### src/inc/mrfts_pkg.sv
// Constants and carrier types for the receive filter and transmit status block.
// Assumes a 100 MHz core clock and a 10 Mb/s line (one bit time is 100 ns).
`default_nettype none

package mrfts_pkg;

  // ----------------------------------------------------------------------
  // Register offsets (byte offsets in the register page)
  // ----------------------------------------------------------------------
  localparam logic [11:0] OFS_ACCEPT = 12'h104;
  localparam logic [11:0] OFS_TXEN   = 12'h106;
  localparam logic [11:0] OFS_EVENTS = 12'h128;
  localparam logic [11:0] OFS_STA0   = 12'h158;
  localparam logic [11:0] OFS_STA1   = 12'h15a;
  localparam logic [11:0] OFS_STA2   = 12'h15c;

  // ----------------------------------------------------------------------
  // Reset values, identifier codes and writable masks
  // ----------------------------------------------------------------------
  localparam logic [15:0] RST_ACCEPT = 16'h0005;
  localparam logic [15:0] RST_TXEN   = 16'h0007;
  localparam logic [15:0] RST_EVENTS = 16'h0008;
  localparam logic [5:0]  ID_ACCEPT  = 6'h05;
  localparam logic [5:0]  ID_TXEN    = 6'h07;
  localparam logic [5:0]  ID_EVENTS  = 6'h08;
  localparam logic [15:0] WMASK_ACCEPT = 16'h7fc0;
  localparam logic [15:0] WMASK_TXEN   = 16'h8fc0;
  localparam logic [15:0] IRQ_EVT_MASK = 16'h87c0;

  // ----------------------------------------------------------------------
  // Field positions
  // ----------------------------------------------------------------------
  localparam int ACC_HASHED_STATION = 6;
  localparam int ACC_ANY_ADDRESS    = 7;
  localparam int ACC_GOOD_FRAME     = 8;
  localparam int ACC_HASHED_GROUP   = 9;
  localparam int ACC_STATION_MATCH  = 10;
  localparam int ACC_ALL_STATIONS   = 11;
  localparam int ACC_BAD_CHECKSUM   = 12;
  localparam int ACC_SHORT_FRAME    = 13;
  localparam int ACC_LONG_FRAME     = 14;
  localparam int EVT_LOST_CARRIER   = 6;
  localparam int EVT_HEARTBEAT      = 7;
  localparam int EVT_SUCCESS        = 8;
  localparam int EVT_LATE_COLL      = 9;
  localparam int EVT_OVERLONG       = 10;
  localparam int EVT_COLL_LSB       = 11;
  localparam int EVT_EXCESS_COLL    = 15;

  // ----------------------------------------------------------------------
  // Frame lengths and collision limit
  // ----------------------------------------------------------------------
  localparam logic [15:0] LEN_MIN_KEEP = 16'h0008;
  localparam logic [15:0] LEN_MIN_GOOD = 16'h0040;
  localparam logic [15:0] LEN_MAX_GOOD = 16'h05ee;
  localparam logic [3:0]  COLL_LAST_NORMAL = 4'hf;

  // ----------------------------------------------------------------------
  // Times and derived cycle counts
  // ----------------------------------------------------------------------
  localparam int CLK_PERIOD_NS = 10;
  localparam int BIT_TIME_NS   = 100;
  localparam int LATE_BITS     = 512;
  localparam int HB_BITS       = 64;
  localparam int JABBER_MS     = 26;
  // Least time: round up
  localparam int LATE_CYC = (LATE_BITS * BIT_TIME_NS + CLK_PERIOD_NS - 1) / CLK_PERIOD_NS;
  // Longest time: round down
  localparam int HB_CYC = (HB_BITS * BIT_TIME_NS) / CLK_PERIOD_NS;
  localparam int JABBER_CYC = (JABBER_MS * 1000000) / CLK_PERIOD_NS;

  // ----------------------------------------------------------------------
  // Carrier types
  // ----------------------------------------------------------------------
  typedef struct packed {
    logic        rd;
    logic        wr;
    logic [11:0] addr;
    logic [15:0] wdata;
  } mrfts_reg_req_type;

  typedef struct packed {
    logic        load;
    logic        accept_valid;
    logic [15:0] accept_value;
    logic        txen_valid;
    logic [15:0] txen_value;
  } mrfts_preload_type;

  typedef struct packed {
    logic        done;
    logic [47:0] dest;
    logic [15:0] len;
    logic        crc_ok;
    logic        hash_hit;
  } mrfts_rx_report_type;

  typedef struct packed {
    logic        valid;
    logic        accept;
    logic [15:0] kept_len;
  } mrfts_verdict_type;

  typedef struct packed {
    logic start;
    logic first;
    logic aui;
    logic preamble_end;
    logic carrier;
    logic collision;
    logic sent;
  } mrfts_tx_line_type;

endpackage

`default_nettype wire

### src/hw/mrfts_addr_filter.sv
// Destination address filter and frame class check, purely combinational.
// Assumes the caller registers the verdict; octet 0 of the address is in bits 7:0.
`timescale 1ns/1ps
`default_nettype none

module mrfts_addr_filter
  import mrfts_pkg::*;
(
  input  wire logic [15:0]         accept_cfg,
  input  wire logic [47:0]         station,
  input  wire mrfts_rx_report_type rep,
  output logic                     accept,
  output logic [15:0]              kept_len
);

  logic pass;
  logic group;
  logic all_ones;
  logic crc_fine;
  logic is_short;
  logic is_long;

  // --------------------------------------------------------------------
  // Address filter
  // --------------------------------------------------------------------
  // address terms
  always_comb
  begin
    group    = rep.dest[0];
    all_ones = &rep.dest;
    pass     = accept_cfg[ACC_ANY_ADDRESS]
             | (accept_cfg[ACC_HASHED_STATION] & ~group & rep.hash_hit)
             | (accept_cfg[ACC_HASHED_GROUP] & group & rep.hash_hit)
             | (accept_cfg[ACC_STATION_MATCH] & (rep.dest == station))
             | (accept_cfg[ACC_ALL_STATIONS] & all_ones);
  end

  // --------------------------------------------------------------------
  // Frame class check
  // --------------------------------------------------------------------
  always_comb
  begin
    crc_fine = rep.crc_ok | accept_cfg[ACC_BAD_CHECKSUM];
    is_short = rep.len < LEN_MIN_GOOD;
    is_long  = rep.len > LEN_MAX_GOOD;
    if (rep.len < LEN_MIN_KEEP)
      accept = 1'b0;
    else if (is_short)
      accept = pass & crc_fine & accept_cfg[ACC_SHORT_FRAME];
    else if (is_long)
      accept = pass & crc_fine & accept_cfg[ACC_LONG_FRAME];
    else if (rep.crc_ok)
      accept = pass & accept_cfg[ACC_GOOD_FRAME];
    else
      accept = pass & accept_cfg[ACC_BAD_CHECKSUM];
    // Long frames keep only the first bytes up to the maximum size
    kept_len = is_long ? LEN_MAX_GOOD : rep.len;
  end

endmodule // mrfts_addr_filter

`default_nettype wire

### src/hw/mrfts_span_counter.sv
// Cycle counter that runs while run is high and clears when it drops.
// Assumes an asynchronous active-low reset whose release is already synchronised to ref_clk.
`timescale 1ns/1ps
`default_nettype none

module mrfts_span_counter #(
  parameter int W     = 13,
  parameter int LIMIT = 100
) (
  input  wire logic ref_clk,
  input  wire logic rst_n,
  input  wire logic ce,
  input  wire logic run,
  output logic      done
);

  localparam logic [W-1:0] LIM = W'(LIMIT);

  typedef struct packed {
    logic [W-1:0] cnt;
    logic         done;
  } mrfts_span_type;

  mrfts_span_type q;
  mrfts_span_type next_q;

  // Saturates at the limit so done stays up until run drops
  always_comb
  begin
    next_q = q;
    if (!run)
      next_q = '0;
    else if (q.cnt != LIM)
      next_q.cnt = q.cnt + 1'b1;
    next_q.done = run && (next_q.cnt == LIM);
  end

  always_ff @(posedge ref_clk or negedge rst_n)
  begin
    if (!rst_n)
      q <= '0;
    else if (ce)
      q <= next_q;
  end

  assign done = q.done;

endmodule // mrfts_span_counter

`default_nettype wire

### src/hw/mrfts_top.sv
// Receive acceptance filter and transmit outcome status for a 10 Mb/s MAC.
// Assumes the MAC core reports frames and line events synchronous to ref_clk.
//
// How it works
// Low six register bits read fixed codes
// Frame accepted only when address filter passes
// Any-address bit passes every destination
// Hashed individual addresses pass when enabled
// Hashed group addresses pass when enabled
// Station address match passes when enabled
// All-ones destination passes when enabled
// Good frames 64..1518 bytes kept when enabled
// Bad checksum frames kept only if enabled
// Short frames kept only if enabled
// Frames under 8 bytes always dropped
// Long frames cut at 1518 or dropped
// Reset values 0005h/0007h, optional preload
// Enable bits only gate transmit interrupts
// Lost carrier on AUI sets flag
// No heartbeat within 64 bits sets flag
// Success only when clean send finished
// Late collision forces bad checksum, ends send
// Overlong send cut off and flagged
// Collision count field; interrupt after collided send
// Sixteenth collision abandons packet, sets flag
// Reading event register clears it; host handles all
// Enabled event shows register in status queue
`timescale 1ns/1ps
`default_nettype none

module mrfts_top
  import mrfts_pkg::*;
#(
  parameter int LATE_CYCLES   = LATE_CYC,
  parameter int JABBER_CYCLES = JABBER_CYC
) (
  input  wire logic                ref_clk,
  input  wire logic                arst_n,
  input  wire logic                ce,
  input  wire mrfts_reg_req_type   reg_req,
  output logic [15:0]              reg_rdata,
  input  wire mrfts_preload_type   preload,
  input  wire mrfts_rx_report_type rx_rep,
  output mrfts_verdict_type        verdict,
  input  wire mrfts_tx_line_type   tx_line,
  output logic                     tx_cut,
  output logic                     tx_bad_crc,
  output logic                     tx_irq,
  output logic [15:0]              isq_word
);

  // ----------------------------------------------------------------------
  // Types
  // ----------------------------------------------------------------------
  typedef enum logic [2:0] {
    TX_IDLE = 3'b001,
    TX_SEND = 3'b010,
    TX_BEAT = 3'b100
  } mrfts_tx_state_type;

  typedef struct packed {
    logic [15:0]        accept_cfg;
    logic [15:0]        txen_cfg;
    logic [47:0]        station;
    logic [15:0]        events;
    mrfts_tx_state_type st;
    logic [3:0]         colls;
    logic               pkt_bad;
    logic               coll_q;
    logic [15:0]        rdata;
    mrfts_verdict_type  verdict;
    logic               cut;
    logic               bad_crc;
    logic               irq;
    logic [15:0]        interrupt_status_queue;
  } mrfts_state_type;

  // ----------------------------------------------------------------------
  // Reset release
  // ----------------------------------------------------------------------
  logic [1:0] rst_sync;
  logic       rst_n;

  // Two stages so release never lands near a clock edge
  always_ff @(posedge ref_clk or negedge arst_n)
  begin
    if (!arst_n)
      rst_sync <= 2'b00;
    else
      rst_sync <= {rst_sync[0], 1'b1};
  end

  assign rst_n = rst_sync[1];

  // ----------------------------------------------------------------------
  // Helpers
  // ----------------------------------------------------------------------
  // Readback merges stored bits with the fixed identifier
  function automatic logic [15:0] with_id(input logic [15:0] v, input logic [5:0] id);
    with_id = {v[15:6], id};
  endfunction

  // Masked write keeps bits outside the writable set
  function automatic logic [15:0] masked(input logic [15:0] old, input logic [15:0] nv,
                                         input logic [15:0] m);
    masked = (old & ~m) | (nv & m);
  endfunction

  // ----------------------------------------------------------------------
  // State and submodules
  // ----------------------------------------------------------------------
  mrfts_state_type q;
  mrfts_state_type next_q;

  logic        rx_accept;
  logic [15:0] rx_kept;
  logic        late_win;
  logic        jabber_hit;
  logic        beat_over;

  // address filter
  mrfts_addr_filter u_filter (
    .accept_cfg (q.accept_cfg),
    .station    (q.station),
    .rep        (rx_rep),
    .accept     (rx_accept),
    .kept_len   (rx_kept)
  );

  // late window
  mrfts_span_counter #(
    .W     (16),
    .LIMIT (LATE_CYCLES)
  ) u_late (
    .ref_clk (ref_clk),
    .rst_n   (rst_n),
    .ce      (ce),
    .run     (q.st == TX_SEND),
    .done    (late_win)
  );

  // jabber timer
  mrfts_span_counter #(
    .W     (24),
    .LIMIT (JABBER_CYCLES)
  ) u_jabber (
    .ref_clk (ref_clk),
    .rst_n   (rst_n),
    .ce      (ce),
    .run     (q.st == TX_SEND),
    .done    (jabber_hit)
  );

  // heartbeat window
  mrfts_span_counter #(
    .W     (12),
    .LIMIT (HB_CYC)
  ) u_beat (
    .ref_clk (ref_clk),
    .rst_n   (rst_n),
    .ce      (ce),
    .run     (q.st == TX_BEAT),
    .done    (beat_over)
  );

  // ----------------------------------------------------------------------
  // Next-state logic
  // ----------------------------------------------------------------------
  logic [15:0] set_vec;
  logic        coll_edge;
  logic        finish;
  logic        any_coll_irq;
  logic        read_events;
  logic [3:0]  colls_inc;

  always_comb
  begin
    next_q       = q;
    set_vec      = '0;
    finish       = 1'b0;
    any_coll_irq = 1'b0;
    coll_edge    = tx_line.collision & ~q.coll_q;
    colls_inc    = q.colls + 4'h1;
    read_events  = reg_req.rd && (reg_req.addr == OFS_EVENTS);

    next_q.coll_q  = tx_line.collision;
    next_q.cut     = 1'b0;
    next_q.bad_crc = 1'b0;
    next_q.irq     = 1'b0;

    // preload from configuration memory
    if (preload.load && preload.accept_valid)
      next_q.accept_cfg = masked(q.accept_cfg, preload.accept_value, WMASK_ACCEPT);
    if (preload.load && preload.txen_valid)
      next_q.txen_cfg = masked(q.txen_cfg, preload.txen_value, WMASK_TXEN);

    // Host writes; the event register ignores them
    if (reg_req.wr)
    begin
      unique case (reg_req.addr)
        OFS_ACCEPT: next_q.accept_cfg = masked(q.accept_cfg, reg_req.wdata, WMASK_ACCEPT);
        OFS_TXEN:   next_q.txen_cfg = masked(q.txen_cfg, reg_req.wdata, WMASK_TXEN);
        OFS_STA0:   next_q.station[15:0] = reg_req.wdata;
        OFS_STA1:   next_q.station[31:16] = reg_req.wdata;
        OFS_STA2:   next_q.station[47:32] = reg_req.wdata;
        default:    next_q.station = q.station;
      endcase
    end

    // readback with identifier codes
    if (reg_req.rd)
    begin
      unique case (reg_req.addr)
        OFS_ACCEPT: next_q.rdata = with_id(q.accept_cfg, ID_ACCEPT);
        OFS_TXEN:   next_q.rdata = with_id(q.txen_cfg, ID_TXEN);
        OFS_EVENTS: next_q.rdata = with_id(q.events, ID_EVENTS);
        OFS_STA0:   next_q.rdata = q.station[15:0];
        OFS_STA1:   next_q.rdata = q.station[31:16];
        OFS_STA2:   next_q.rdata = q.station[47:32];
        default:    next_q.rdata = 16'h0000;
      endcase
    end

    // per-frame verdict
    next_q.verdict.valid    = rx_rep.done;
    next_q.verdict.accept   = rx_rep.done & rx_accept;
    next_q.verdict.kept_len = rx_rep.done ? rx_kept : q.verdict.kept_len;

    // --------------------------------------------------------------------
    // Transmit outcome tracking
    // --------------------------------------------------------------------
    unique case (q.st)
      TX_IDLE, TX_BEAT:
      begin
        // heartbeat missing after an AUI send
        if (q.st == TX_BEAT && !tx_line.start)
        begin
          if (coll_edge)
            next_q.st = TX_IDLE;
          else if (beat_over)
          begin
            set_vec[EVT_HEARTBEAT] = 1'b1;
            next_q.st = TX_IDLE;
          end
        end
        if (tx_line.start)
        begin
          next_q.st = TX_SEND;
          if (tx_line.first)
          begin
            next_q.colls   = 4'h0;
            next_q.pkt_bad = 1'b0;
          end
        end
      end
      TX_SEND:
      begin
        // carrier missing at preamble end
        if (tx_line.preamble_end && tx_line.aui && !tx_line.carrier)
          set_vec[EVT_LOST_CARRIER] = 1'b1;
        if (jabber_hit)
        begin
          // jabber cut-off
          set_vec[EVT_OVERLONG] = 1'b1;
          next_q.cut     = 1'b1;
          next_q.pkt_bad = 1'b1;
          finish         = 1'b1;
        end
        else if (coll_edge && late_win)
        begin
          // late collision
          set_vec[EVT_LATE_COLL] = 1'b1;
          next_q.cut     = 1'b1;
          next_q.bad_crc = 1'b1;
          next_q.pkt_bad = 1'b1;
          finish         = 1'b1;
        end
        else if (coll_edge && q.colls == COLL_LAST_NORMAL)
        begin
          // sixteenth normal collision abandons the packet
          set_vec[EVT_EXCESS_COLL] = 1'b1;
          next_q.cut     = 1'b1;
          next_q.pkt_bad = 1'b1;
          finish         = 1'b1;
        end
        else if (coll_edge)
        begin
          // Attempt over; the core backs off and restarts
          next_q.colls = colls_inc;
          next_q.st    = TX_IDLE;
        end
        else if (tx_line.sent)
        begin
          // clean completion only
          set_vec[EVT_SUCCESS] = ~q.pkt_bad;
          finish = 1'b1;
        end
      end
      default:
        next_q.st = TX_IDLE;
    endcase

    if (finish)
    begin
      next_q.st = tx_line.aui ? TX_BEAT : TX_IDLE;
      // collision count and end-of-send interrupt
      set_vec[EVT_COLL_LSB +: 4] = q.colls;
      any_coll_irq = (q.colls != 4'h0) & q.txen_cfg[EVT_COLL_LSB];
    end

    // clear on read, hardware set wins
    next_q.events = (read_events ? RST_EVENTS : q.events) | (set_vec & IRQ_EVT_MASK);
    if (finish)
      next_q.events[EVT_COLL_LSB +: 4] = q.colls;

    // enabled event raises interrupt and queue word
    if (|(set_vec & q.txen_cfg & IRQ_EVT_MASK) || any_coll_irq)
    begin
      next_q.irq = 1'b1;
      next_q.interrupt_status_queue = with_id(next_q.events, ID_EVENTS);
    end
  end

  // ----------------------------------------------------------------------
  // State register
  // ----------------------------------------------------------------------
  // reset values; clock enable freezes everything
  always_ff @(posedge ref_clk or negedge rst_n)
  begin
    if (!rst_n)
    begin
      q            <= '0;
      q.accept_cfg <= RST_ACCEPT;
      q.txen_cfg   <= RST_TXEN;
      q.events     <= RST_EVENTS;
      q.st         <= TX_IDLE;
    end
    else if (ce)
      q <= next_q;
  end

  // ----------------------------------------------------------------------
  // Outputs, all straight from the state register
  // ----------------------------------------------------------------------
  assign reg_rdata  = q.rdata;
  assign verdict    = q.verdict;
  assign tx_cut     = q.cut;
  assign tx_bad_crc = q.bad_crc;
  assign tx_irq     = q.irq;
  assign isq_word   = q.interrupt_status_queue;

endmodule // mrfts_top

`default_nettype wire

### config.mk
export PLATFORM = sky130hd
export DESIGN_NAME = mrfts_top
export DESIGN_NICKNAME = d
export VERILOG_FILES = /design/src/inc/mrfts_pkg.sv /design/src/hw/mrfts_addr_filter.sv /design/src/hw/mrfts_span_counter.sv /design/src/hw/mrfts_top.sv
export SDC_FILE = /design/constraint.sdc
export NUM_CORES = 1
export LEC_CHECK = 0
export CAP_MARGIN = 10
export CORE_MARGIN = 5
export CORE_UTILIZATION = 45
export CTS_CLUSTER_SIZE = 8
export DETAILED_ROUTE_END_ITERATION = 8
export DONT_BUFFER_PORTS = 1
export GPL_TIMING_DRIVEN = 0
export HOLD_SLACK_MARGIN = 0.08
export SETUP_SLACK_MARGIN = 0.15
export SLEW_MARGIN = 20
export SYNTH_ARGS = -nofsm -noshare
export SYNTH_HDL_FRONTEND = slang
export SYNTH_SLANG_ARGS = --single-unit
### constraint.sdc
create_clock -name ref_clk -period 7.59 [get_ports ref_clk]
set_input_delay 1.518 -clock ref_clk [delete_from_list [all_inputs] [get_ports ref_clk]]
set_output_delay 1.518 -clock ref_clk [all_outputs]
set_load 0.1 [all_outputs]
### Word-level counts from Yosys, hierarchy flattened

Cells that the tools add are included.

| storage, ports and cells | value |
|---|---|
| bits in registers | 210 |

| operators by class | value |
|---|---|
| $add $sub $neg | 4 |
| bitwise operators | 28 |
| eq/ne operators | 30 |
| reduce and logical (&&, ||, !) cells | 28 |
| multiplexer cells | 69 |
| order comparisons | 3 |

Operators by type and width:

| cell | number |
|---|---|
| $mux 16 | 11 |
| $pmux 16 s6 | 1 |
| $mux 80 | 1 |
| $eq 12x9->1 const B | 6 |
| $eq 48x48->1 | 1 |
| $mux 24 | 2 |
| $reduce_and 48->1 | 1 |
| $mux 1 | 33 |
| $or 15x16->16 | 2 |
| $or 16x15->16 | 2 |
| $mux 7 | 4 |
| $add 24x1->24 const B | 1 |
| $eq 24x22->1 const B | 1 |
| $mux 12 | 2 |
| $ne 24x22->1 const B | 1 |
| $mux 3 | 6 |
| $mux 17 | 1 |
| $add 16x1->16 const B | 1 |
| $and 16x16->16 | 1 |
| $eq 16x13->1 const B | 1 |
| $gt 16x11->1 const B | 1 |
| $lt 16x4->1 const B | 1 |
| $lt 16x7->1 const B | 1 |
| $ne 16x13->1 const B | 1 |
| other kinds (34) | 79 |

### Depth between registers and ports, before layout

Gate-level depths: netlist of the first run.

| depth | value |
|---|---|
| depth after elaboration | 13 |
| depth in mapped cells | 9 |
| mapped depth without buffers | 8 |

### Cells and area by module

Synthesis of the first run repeated with hierarchy kept, for this count alone.

| second synthesis, totals | value |
|---|---|
| cells, all modules | 1181 |
| area, all modules | 11627.4 µm² |

Modules (own cells, without submodules):

| module | instances | cells each | area an instance (µm²) |
|---|---|---|---|
| mrfts_top | 1 | 553 | 6572.6 |
| mrfts_span_counter at u_jabber | 1 | 232 | 1883.1 |
| mrfts_span_counter at u_late | 1 | 157 | 1345.0 |
| mrfts_addr_filter | 1 | 136 | 947.2 |
| mrfts_span_counter at u_beat | 1 | 103 | 879.6 |

### Worst setup path after synthesis of the first run

No wires, ideal clock.

| path | value |
|---|---|
| path type | in2reg |
| start point | in reg_req[25] (netlist name) |
| end point | reg q[84] (netlist name) |
| data arrival time | 3.244 ns |
| path slack | 4.221 ns |
| stages | 6 |
| path buffers | 2 |
| data required time | 7.465 ns |
| cells stage by stage | or4b_4 > nor4_4 > and4bb_2 > buf_2 > buf_4 > mux2_2 |

| between the ends | value |
|---|---|
| word-level cells in the longest chain between the ends | 2 |

RTL lines:

| item | line | RTL |
|---|---|---|
| start: declaration | mrfts_top.sv:40 | `input wire mrfts_reg_req_type reg_req,` |
| $eq 12x9->1 | mrfts_top.sv:200 | `unique case (reg_req.addr)` |
| $reduce_and 3->1 (no line) | n/a |  |
| end signal: assignment | mrfts_top.sv:339 | `q <= next_q;` |
| end: declaration | mrfts_top.sv:112 | `mrfts_state_type q;` |

Every way passes these cells.
A chain may end at the register's enable or synchronous reset.

### Final worst setup path of the first run

| path | value |
|---|---|
| start point | in tx_line[1] (netlist name) |
| end point | reg q (netlist bit isq_word[14]) |

| between the ends | value |
|---|---|
| word-level cells in the longest chain between the ends | 10 |
| elaborated cells between the ends (all ways) | 27 |

RTL lines:

| item | line | RTL |
|---|---|---|
| start: declaration | mrfts_top.sv:45 | `input wire mrfts_tx_line_type tx_line,` |
| $and 1x1->1 * | mrfts_top.sv:182 | `coll_edge = tx_line.collision & ~q.coll_q;` |
| $mux 1 or $logic_and 1x1->1 (tied branches) | mrfts_top.sv:286, mrfts_top.sv:278 |  |
| $mux 1 | mrfts_top.sv:278 | `else if (coll_edge && q.colls == COLL_LAST_NORMAL)` |
| $mux 1 | mrfts_top.sv:269 | `else if (coll_edge && late_win)` |
| $mux 2 or $mux 1 (tied branches) | mrfts_top.sv:261 | `if (jabber_hit)` |
| $mux 3 or $mux 1 (tied branches) | mrfts_top.sv:232 | `unique case (q.st)` |
| $and 16x16->16 | mrfts_top.sv:317 | `if (\|(set_vec & q.txen_cfg & IRQ_EVT_MASK) \|\| any_coll_irq)` |
| $reduce_or 6->1 | mrfts_top.sv:317 |  |
| $logic_or 1x1->1 | mrfts_top.sv:317 |  |
| $reduce_and 2->1 (no line) | n/a |  |

Every way passes the cells marked *; elsewhere a longest branch is shown, timed or not.

==> results of run 1 <==
-- sequential cells by signal, summed over array words and instances (netlist names), 2 cells and up --
signal	cells
rst_sync	2
u_beat.q	12
u_jabber.q	24
reg_rdata	16
u_late.q	16
q	83
verdict	18
isq_word	11
-- cells by family after synthesis --
kind of cell | Yosys count
and+or+nand+nor | 377
xor gates and xnor gates | 65
adders and majority gates | 8
AOI/OAI and AO/OA | 276
muxes | 75
DFF | 188
other | 2
buffers and inverters | 149
-- per-layer routing --
layer	vias to the layer above	wire, um
li1	4218	-
met1	4449	14500
met2	317	14900
met3	56	2710
met4	10	844
met5	-	75
-- synthesized netlist by cell type, drive strengths merged, types with 27 or more instances --
cell type / instances / area share (%)
xnor2: 38 / 3.0
xor2: 27 / 2.1
a21oi: 41 / 2.0
nand3: 42 / 2.0
nor2: 37 / 1.4
nand2: 127 / 4.3
mux2: 67 / 7.3
o21ai: 80 / 3.6
clkbuf: 36 / 1.3
nand4: 41 / 2.5
dfrtp: 187 / 42
buf: 80 / 5.0
inv: 33 / 1.1
-- worst paths after layout --
check	slack (ns)	from	to	cells after the start
setup / recovery	4.14	tx_line[1]	isq_word[14]$_DFFE_PN0P_	6
hold reg to reg	0.23	rst_sync[1]$_DFF_PN0_	verdict[1]$_DFFE_PN0P_	0
min in group ref_clk	0.37	rst_sync[0]$_DFF_PN0_	rst_sync[1]$_DFF_PN0_	0
setup reg to reg	4.79	u_jabber.q[1]$_DFFE_PN0P_	u_jabber.done$_DFFE_PN0P_	7
hold / removal	0.23	rst_sync[1]$_DFF_PN0_	verdict[1]$_DFFE_PN0P_	0
max in group asynchronous	6.52	rst_sync[1]$_DFF_PN0_	reg_rdata[13]$_DFFE_PN0P_	2
-- where the power goes --
part | internal [W] | switching [W]
Combinational | 0.000122 | 0.000312
Sequential | 0.00105 | 0.0000559
Clock | 0.000442 | 0.000453
-- layout make-up --
type / count / area share, %
Timing Repair Buffer: 4 / 0.782
Antenna cell: 3 / 0.0618
Multi-Input combinational cell: 807 / 45.5
Sequential cell: 188 / 38.8
Buffer: 116 / 5.77
Tap cell: 324 / 3.34
Clock buffer: 18 / 3.53
Inverter: 33 / 1.02
Clock inverter: 14 / 1.21
-- critical path, delay by kind of cell --
| family | cells | cell delay [ns] |
|---|---|---|
| muxes | 1 | 0.32 |
| buffers and inverters | 1 | 0.44 |
| and+or+nand+nor | 1 | 0.48 |
| AOI/OAI and AO/OA | 3 | 1.00 |
-- metrics by stage --
stage / power (W) / instance area (um2)
floorplan: 0.00147 / 11100
global placement: 0.00155 / 11500
detailed placement: 0.00156 / 11600
CTS: 0.00246 / 12100
global route: 0.00253 / 12200
finish: 0.00244 / 12200
==> flow_summary.json, run 1 <==
{
  "cts_root_buf": "sky130_fd_sc_hd__clkbuf_16",
  "cp_slowest_stage_delay_ns": 0.58,
  "timing.final.max_slew_violations": 0,
  "routedWlPerCell_um": 21.9,
  "fp.dieArea_um2": 27800,
  "final_nets": 1317,
  "layout.cells.most_common": "sky130_fd_sc_hd__dfrtp_1",
  "critPathArrivalTime_ns": 3.77,
  "nFillCells": 2302,
  "ant_nets": 0,
  "final_cells": 1507,
  "final-seq-area_um2": 4710,
  "post-route-drc-count": 0,
  "gr-total-overflow": 0,
  "grt_start_max_net_pins": 57,
  "finalCoreUtilization_pct": 50.1,
  "cts.htree.levels": 4,
  "met3_usage_pct": 6.99,
  "synth_edf_count": 0,
  "synth_seq_area_share_pct": 42.6,
  "met2_usage_pct": 35.9,
  "cell_by_cell_trace_of_the_critical_path": "nor2b_1 -> a21oi_2 -> a21oi_1 -> clkbuf_1 -> o21ai_0 -> mux2_4",
  "holdBufCountCts": 0,
  "setup_ws_ns": 4.14,
  "power_density_nw_per_um2": 201,
  "dominantRegCellSynth": "sky130_fd_sc_hd__dfrtp_1",
  "crit_path_end_kind": "flop",
  "tritoncts": "yes",
  "yosysUniqueCellTypes": 86,
  "setup-violations-final": 0,
  "tns_ns": 0,
  "starting_density_of_the_core_pct": 45.6,
  "number_of_iterations_in_the_first_detailed_routing_pass": 5,
  "timing.final.crit_period_ns": 3.45,
  "hp-class": "flop to asynchronous set/reset pin",
  "drt_first_iter_violations": 792,
  "worst_skew_pair.late_latency_ns": 0.44,
  "drive_gt1_share_pct": 17.5,
  "synth_seq_cells": 188,
  "cp_slowest_cell": "sky130_fd_sc_hd__a21oi_1",
  "yosys_warnings": 0,
  "rsz0062_at_grt": "false",
  "report.final.hold_viol_count": 0,
  "grt_pass1_wl_mm": 51.8,
  "synth_xor_area_share_pct": 5.15,
  "maxCapViolations": 0,
  "clkSinkCount": 188,
  "pre_cts_ws_ns": 3.75,
  "fin_worst_skew_ns": 0.0163,
  "total_leakage_power_nw": 5.32,
  "groute.usage.overall_pct": 23.4,
  "post_cts_buffers": 0,
  "critPathMaxFanout": 10,
  "dieHeight_um": 167,
  "synth.area.mux_share_pct": 7.99,
  "syn_to_final_growth_pct": 9.99,
  "post_synth_instance_area_um2": 11000,
  "most-common-layout-cells": "sky130_fd_sc_hd__dfrtp_1, sky130_fd_sc_hd__nand2_1, sky130_fd_sc_hd__o21ai_0",
  "final.period_utilization_pct": 45.4,
  "syn_inst": 1140,
  "first_global_vias": 8984,
  "clk_pin_slew_ns": 0.08,
  "num_io_pins": 195,
  "row_count": 57,
  "gr-usage-met1_pct": 31.8,
  "placeableCoreArea_um2": 24200,
  "main_combinational_cell_family_by_area_after_synthesis": "simple AND/OR/NAND/NOR gates",
  "max_slew_margin_pct": 37.6,
  "achievable-frequency_mhz": 290,
  "num_vias": 9050,
  "syn-mean-instance-area_um2": 9.69,
  "globalplace.congestion": 0.934,
  "detailedPlacementHpwl_mm": 25.0,
  "timing_worst_slew_pin_value_ns": 0.937,
  "timing.setup.critical_path_class": "input pin to flop",
  "cts-root-to-sink-buffers": 2,
  "fp.dieW_um": 167,
  "port_buffers": 0,
  "async_reset_ff_share_pct": 100,
  "grt.busiest_layer": "met2",
  "cts_inserted_buffers": 17,
  "synth_compound_gate_area_share_pct": 16.8,
  "placed_cells_incl_taps": 1472,
  "yosys.area_share.adder_pct": 0.906,
  "worst_setup_path_start_kind": "input pin",
  "run_status": "complete, no violations",
  "simple_gate_fraction_of_synth_area_pct": 19.0,
  "multiInputGateArea_um2": 5530,
  "grt_antenna_before_repair": 7,
  "hold_slack_ns": 0.231,
  "vdd_drop_max_mv": 0.192,
  "critPathRequiredTime_ns": 7.91,
  "drt-total-wl_mm": 33.1,
  "ctsResizeCount": 0,
  "detail_route.vias_per_cell": 6.01
}
Note: power is estimated with default switching activity, not from simulation.
==> run 2, diff against run 1 <==
--- a/config.mk
+++ b/config.mk
@@ -5,6 +5,7 @@
 export SDC_FILE = /design/constraint.sdc
 export NUM_CORES = 1
 export LEC_CHECK = 0
+export ABC_AREA = 1
 export CAP_MARGIN = 10
 export CORE_MARGIN = 5
 export CORE_UTILIZATION = 45
==> constraint.sdc (replaced) <==
create_clock -name ref_clk -period 3.4 [get_ports ref_clk]
set_input_delay 0.68 -clock ref_clk [delete_from_list [all_inputs] [get_ports ref_clk]]
set_output_delay 0.68 -clock ref_clk [all_outputs]
set_load 0.1 [all_outputs]
==> run 2 against run 1 <==
Effect of this change:
- clock skew is 0.0022 ns lower
- highest routed layer unchanged
- sequential power is 130% higher
- worst hold slack better by 0.12 ns
==> flow_summary.json, run 2 <==
{
  "synthDominantCellAreaShare_pct": 40.8,
  "top_register": "q",
  "synth_seq_cells": 188,
  "most-common-layout-cells": "sky130_fd_sc_hd__nand2_1, sky130_fd_sc_hd__inv_1, sky130_fd_sc_hd__dfrtp_1",
  "yosys.cell_count.top_type": "sky130_fd_sc_hd__nand2_1",
  "gr-total-overflow": 0,
  "grt_pass1_wl_mm": 60.7,
  "achievable-frequency_mhz": 448,
  "synth_seq_area_share_pct": 41.1,
  "vdd_drop_max_mv": 0.472,
  "syn_to_final_growth_pct": 9.82,
  "timing.final.crit_period_ns": 2.23,
  "post_synth_instance_area_um2": 11500,
  "cp_slowest_cell": "sky130_fd_sc_hd__clkbuf_1",
  "cell_by_cell_trace_of_the_critical_path": "inv_1 -> nand3_4 -> inv_2 -> clkbuf_1 -> nand3_1 -> nand4_1 -> nor2_1 -> nand3_1 -> nand2_1",
  "setup_ws_ns": 1.17,
  "fin_worst_skew_ns": 0.0141,
  "setup-violations-final": 0,
  "final.period_utilization_pct": 65.6,
  "maxCapViolations": 0,
  "run_status": "complete, no violations",
  "placed_cells_incl_taps": 1950,
  "final_nets": 1790,
  "num_vias": 11000,
  "holdCritStartpoint": "rst_sync[0]$_DFF_PN0_",
  "critPathArrivalTime_ns": 2.56,
  "row_count": 58,
  "tritoncts": "yes",
  "report.final.hold_viol_count": 0,
  "clkSinkCount": 188,
  "timing.setup.critical_path_class": "flop to flop",
  "hold_slack_ns": 0.354,
  "cts.htree.levels": 4,
  "total_leakage_power_nw": 5.69,
  "groute.usage.overall_pct": 27.1,
  "dominantRegCellSynth": "sky130_fd_sc_hd__dfrtp_1",
  "drt-total-wl_mm": 38.9,
  "port_buffers": 0,
  "detailedPlacementHpwl_mm": 30.6,
  "rr_startpoint": "q[61]$_DFFE_PN0P_",
  "largest_register_ff_count": 83,
  "critPathRequiredTime_ns": 3.73,
  "dieHeight_um": 170,
  "ant_nets": 0,
  "drt_first_iter_violations": 983,
  "critPathMaxFanout": 10,
  "crit_path_end_kind": "flop",
  "post-route-drc-count": 0,
  "worst_skew_pair.late_latency_ns": 0.44,
  "detail_route.vias_per_cell": 5.53,
  "final_cells": 1988,
  "globalplace.congestion": 0.985,
  "hp-class": "flop to flop",
  "synth_edf_count": 0,
  "power_density_nw_per_um2": 494,
  "layout.cells.most_common": "sky130_fd_sc_hd__nand2_1",
  "critical_path.startpoint": "q[61]$_DFFE_PN0P_",
  "cp_slowest_stage_delay_ns": 0.52,
  "grt_start_max_net_pins": 54,
  "fp.dieArea_um2": 28800,
  "ctsResizeCount": 0,
  "timing.final.max_slew_violations": 0,
  "clk_pin_slew_ns": 0.08,
  "cts_inserted_buffers": 17,
  "max_slew_margin_pct": 39.3,
  "placeableCoreArea_um2": 25100,
  "async_reset_ff_share_pct": 100,
  "syn-mean-instance-area_um2": 7.11,
  "grt_antenna_before_repair": 8,
  "number_of_iterations_in_the_first_detailed_routing_pass": 8,
  "yosysUniqueCellTypes": 49,
  "tns_ns": 0,
  "fp.dieW_um": 170,
  "num_io_pins": 195,
  "first_global_vias": 10700,
  "syn_inst": 1613,
  "starting_density_of_the_core_pct": 45.6,
  "netlist.top_cell.by_area": "sky130_fd_sc_hd__dfrtp_1",
  "timing_worst_slew_pin_value_ns": 0.911,
  "yosys_warnings": 0,
  "post_cts_buffers": 0,
  "worstPathBufferInverterCount": 3,
  "drive_gt1_share_pct": 9.01,
  "pre_cts_ws_ns": 0.750,
  "cts_root_buf": "sky130_fd_sc_hd__clkbuf_16",
  "cts-root-to-sink-buffers": 2,
  "commonest_cells_post_synth": "sky130_fd_sc_hd__nand2_1, sky130_fd_sc_hd__inv_1, sky130_fd_sc_hd__dfrtp_1",
  "critical-path-top-delay-family": "buffers and inverters",
  "worst_setup_path_start_kind": "flop",
  "rsz0062_at_grt": "false",
  "path_common_cell": "sky130_fd_sc_hd__nand3_1",
  "post_synth_main_area_contributors": "sky130_fd_sc_hd__dfrtp_1, sky130_fd_sc_hd__nand2_1, sky130_fd_sc_hd__o21ai_0",
  "routedWlPerCell_um": 19.6
}
run 2: timing repair:
action                                 CTS  global route
endpoints found under the hold margin    2             0
hold buffers                             1             0
setup endpoints to repair                0             0
run 2: final timing paths:
check,slack (ns),end,depth (start not counted)
setup / recovery,1.17,u_late.done$_DFFE_PN0P_,9
hold / removal,0.35,rst_sync[1]$_DFF_PN0_,0
setup reg to reg,1.17,u_late.done$_DFFE_PN0P_,9
hold reg to reg,0.35,rst_sync[1]$_DFF_PN0_,0
max in group asynchronous,1.99,q[59]$_DFFE_PN1P_,2
min in group asynchronous,0.36,verdict[11]$_DFFE_PN0P_,0
run 2: cell type report:
cell class                 count  area (um2)
tap                          330         413
multi-input combinational   1129        5430
inverter                     203         762
fill                        2606       12500
timing repair buffer           4        85.1
sequential                   188        4710
buffer                        97         581
antenna                        5        12.5
clock buffer                  20         447
clock inverter                12         150
run 2: stage by stage:
stage	instance area, um2	utilization, %	total power (W)
6_report	12600	50.1	0.00622
3_5_place_dp	12000	47.7	0.00416
5_1_grt	12600	50.1	0.00650
2_1_floorplan	11500	-	0.00382
4_1_cts	12600	50.1	0.00626
3_3_place_gp	11900	47.4	0.00414
run 2: layer usage:
metal  share of wire [%]  global-route usage (%)  routed length (um)
met2                  45                    42.2               17500
met4                 2.4                    8.68                 940
met1                  44                    36.5               17100
met3                 8.7                    8.06                3370
met5                0.11                       0                  44
run 2: worst register-to-register path: cells and delay by family, from the launching register on:
family | cells | cell delay [ns]
buffers and inverters | 3 | 0.97
flip-flops | 1 | 0.38
AND/OR/NAND/NOR | 6 | 0.77
run 2: kinds of logic (layout without fill, tap and decap cells):
kind of cell | after synthesis | in the layout | share of synthesized area (%)
AND/OR/NAND/NOR | 811 | 811 | 31.0
flip-flops | 188 | 188 | 41.1
XOR/XNOR | 22 | 22 | 1.68
buffers and inverters | 300 | 336 | 11.7
adder cells (fa/ha/maj) | 8 | 8 | 0.873
other | 2 | 11 | 0.0655
AO/OA/AOI/OAI | 282 | 282 | 13.7
run 2: report_power, final:
| group | internal (W) | switching [W] | total [W] |
|---|---|---|---|
| Sequential | 0.00241 | 0.000160 | 0.00257 |
| Combinational | 0.000360 | 0.00119 | 0.00155 |
| Clock | 0.00113 | 0.000966 | 0.00210 |
| Total | 0.00390 | 0.00232 | 0.00622 |
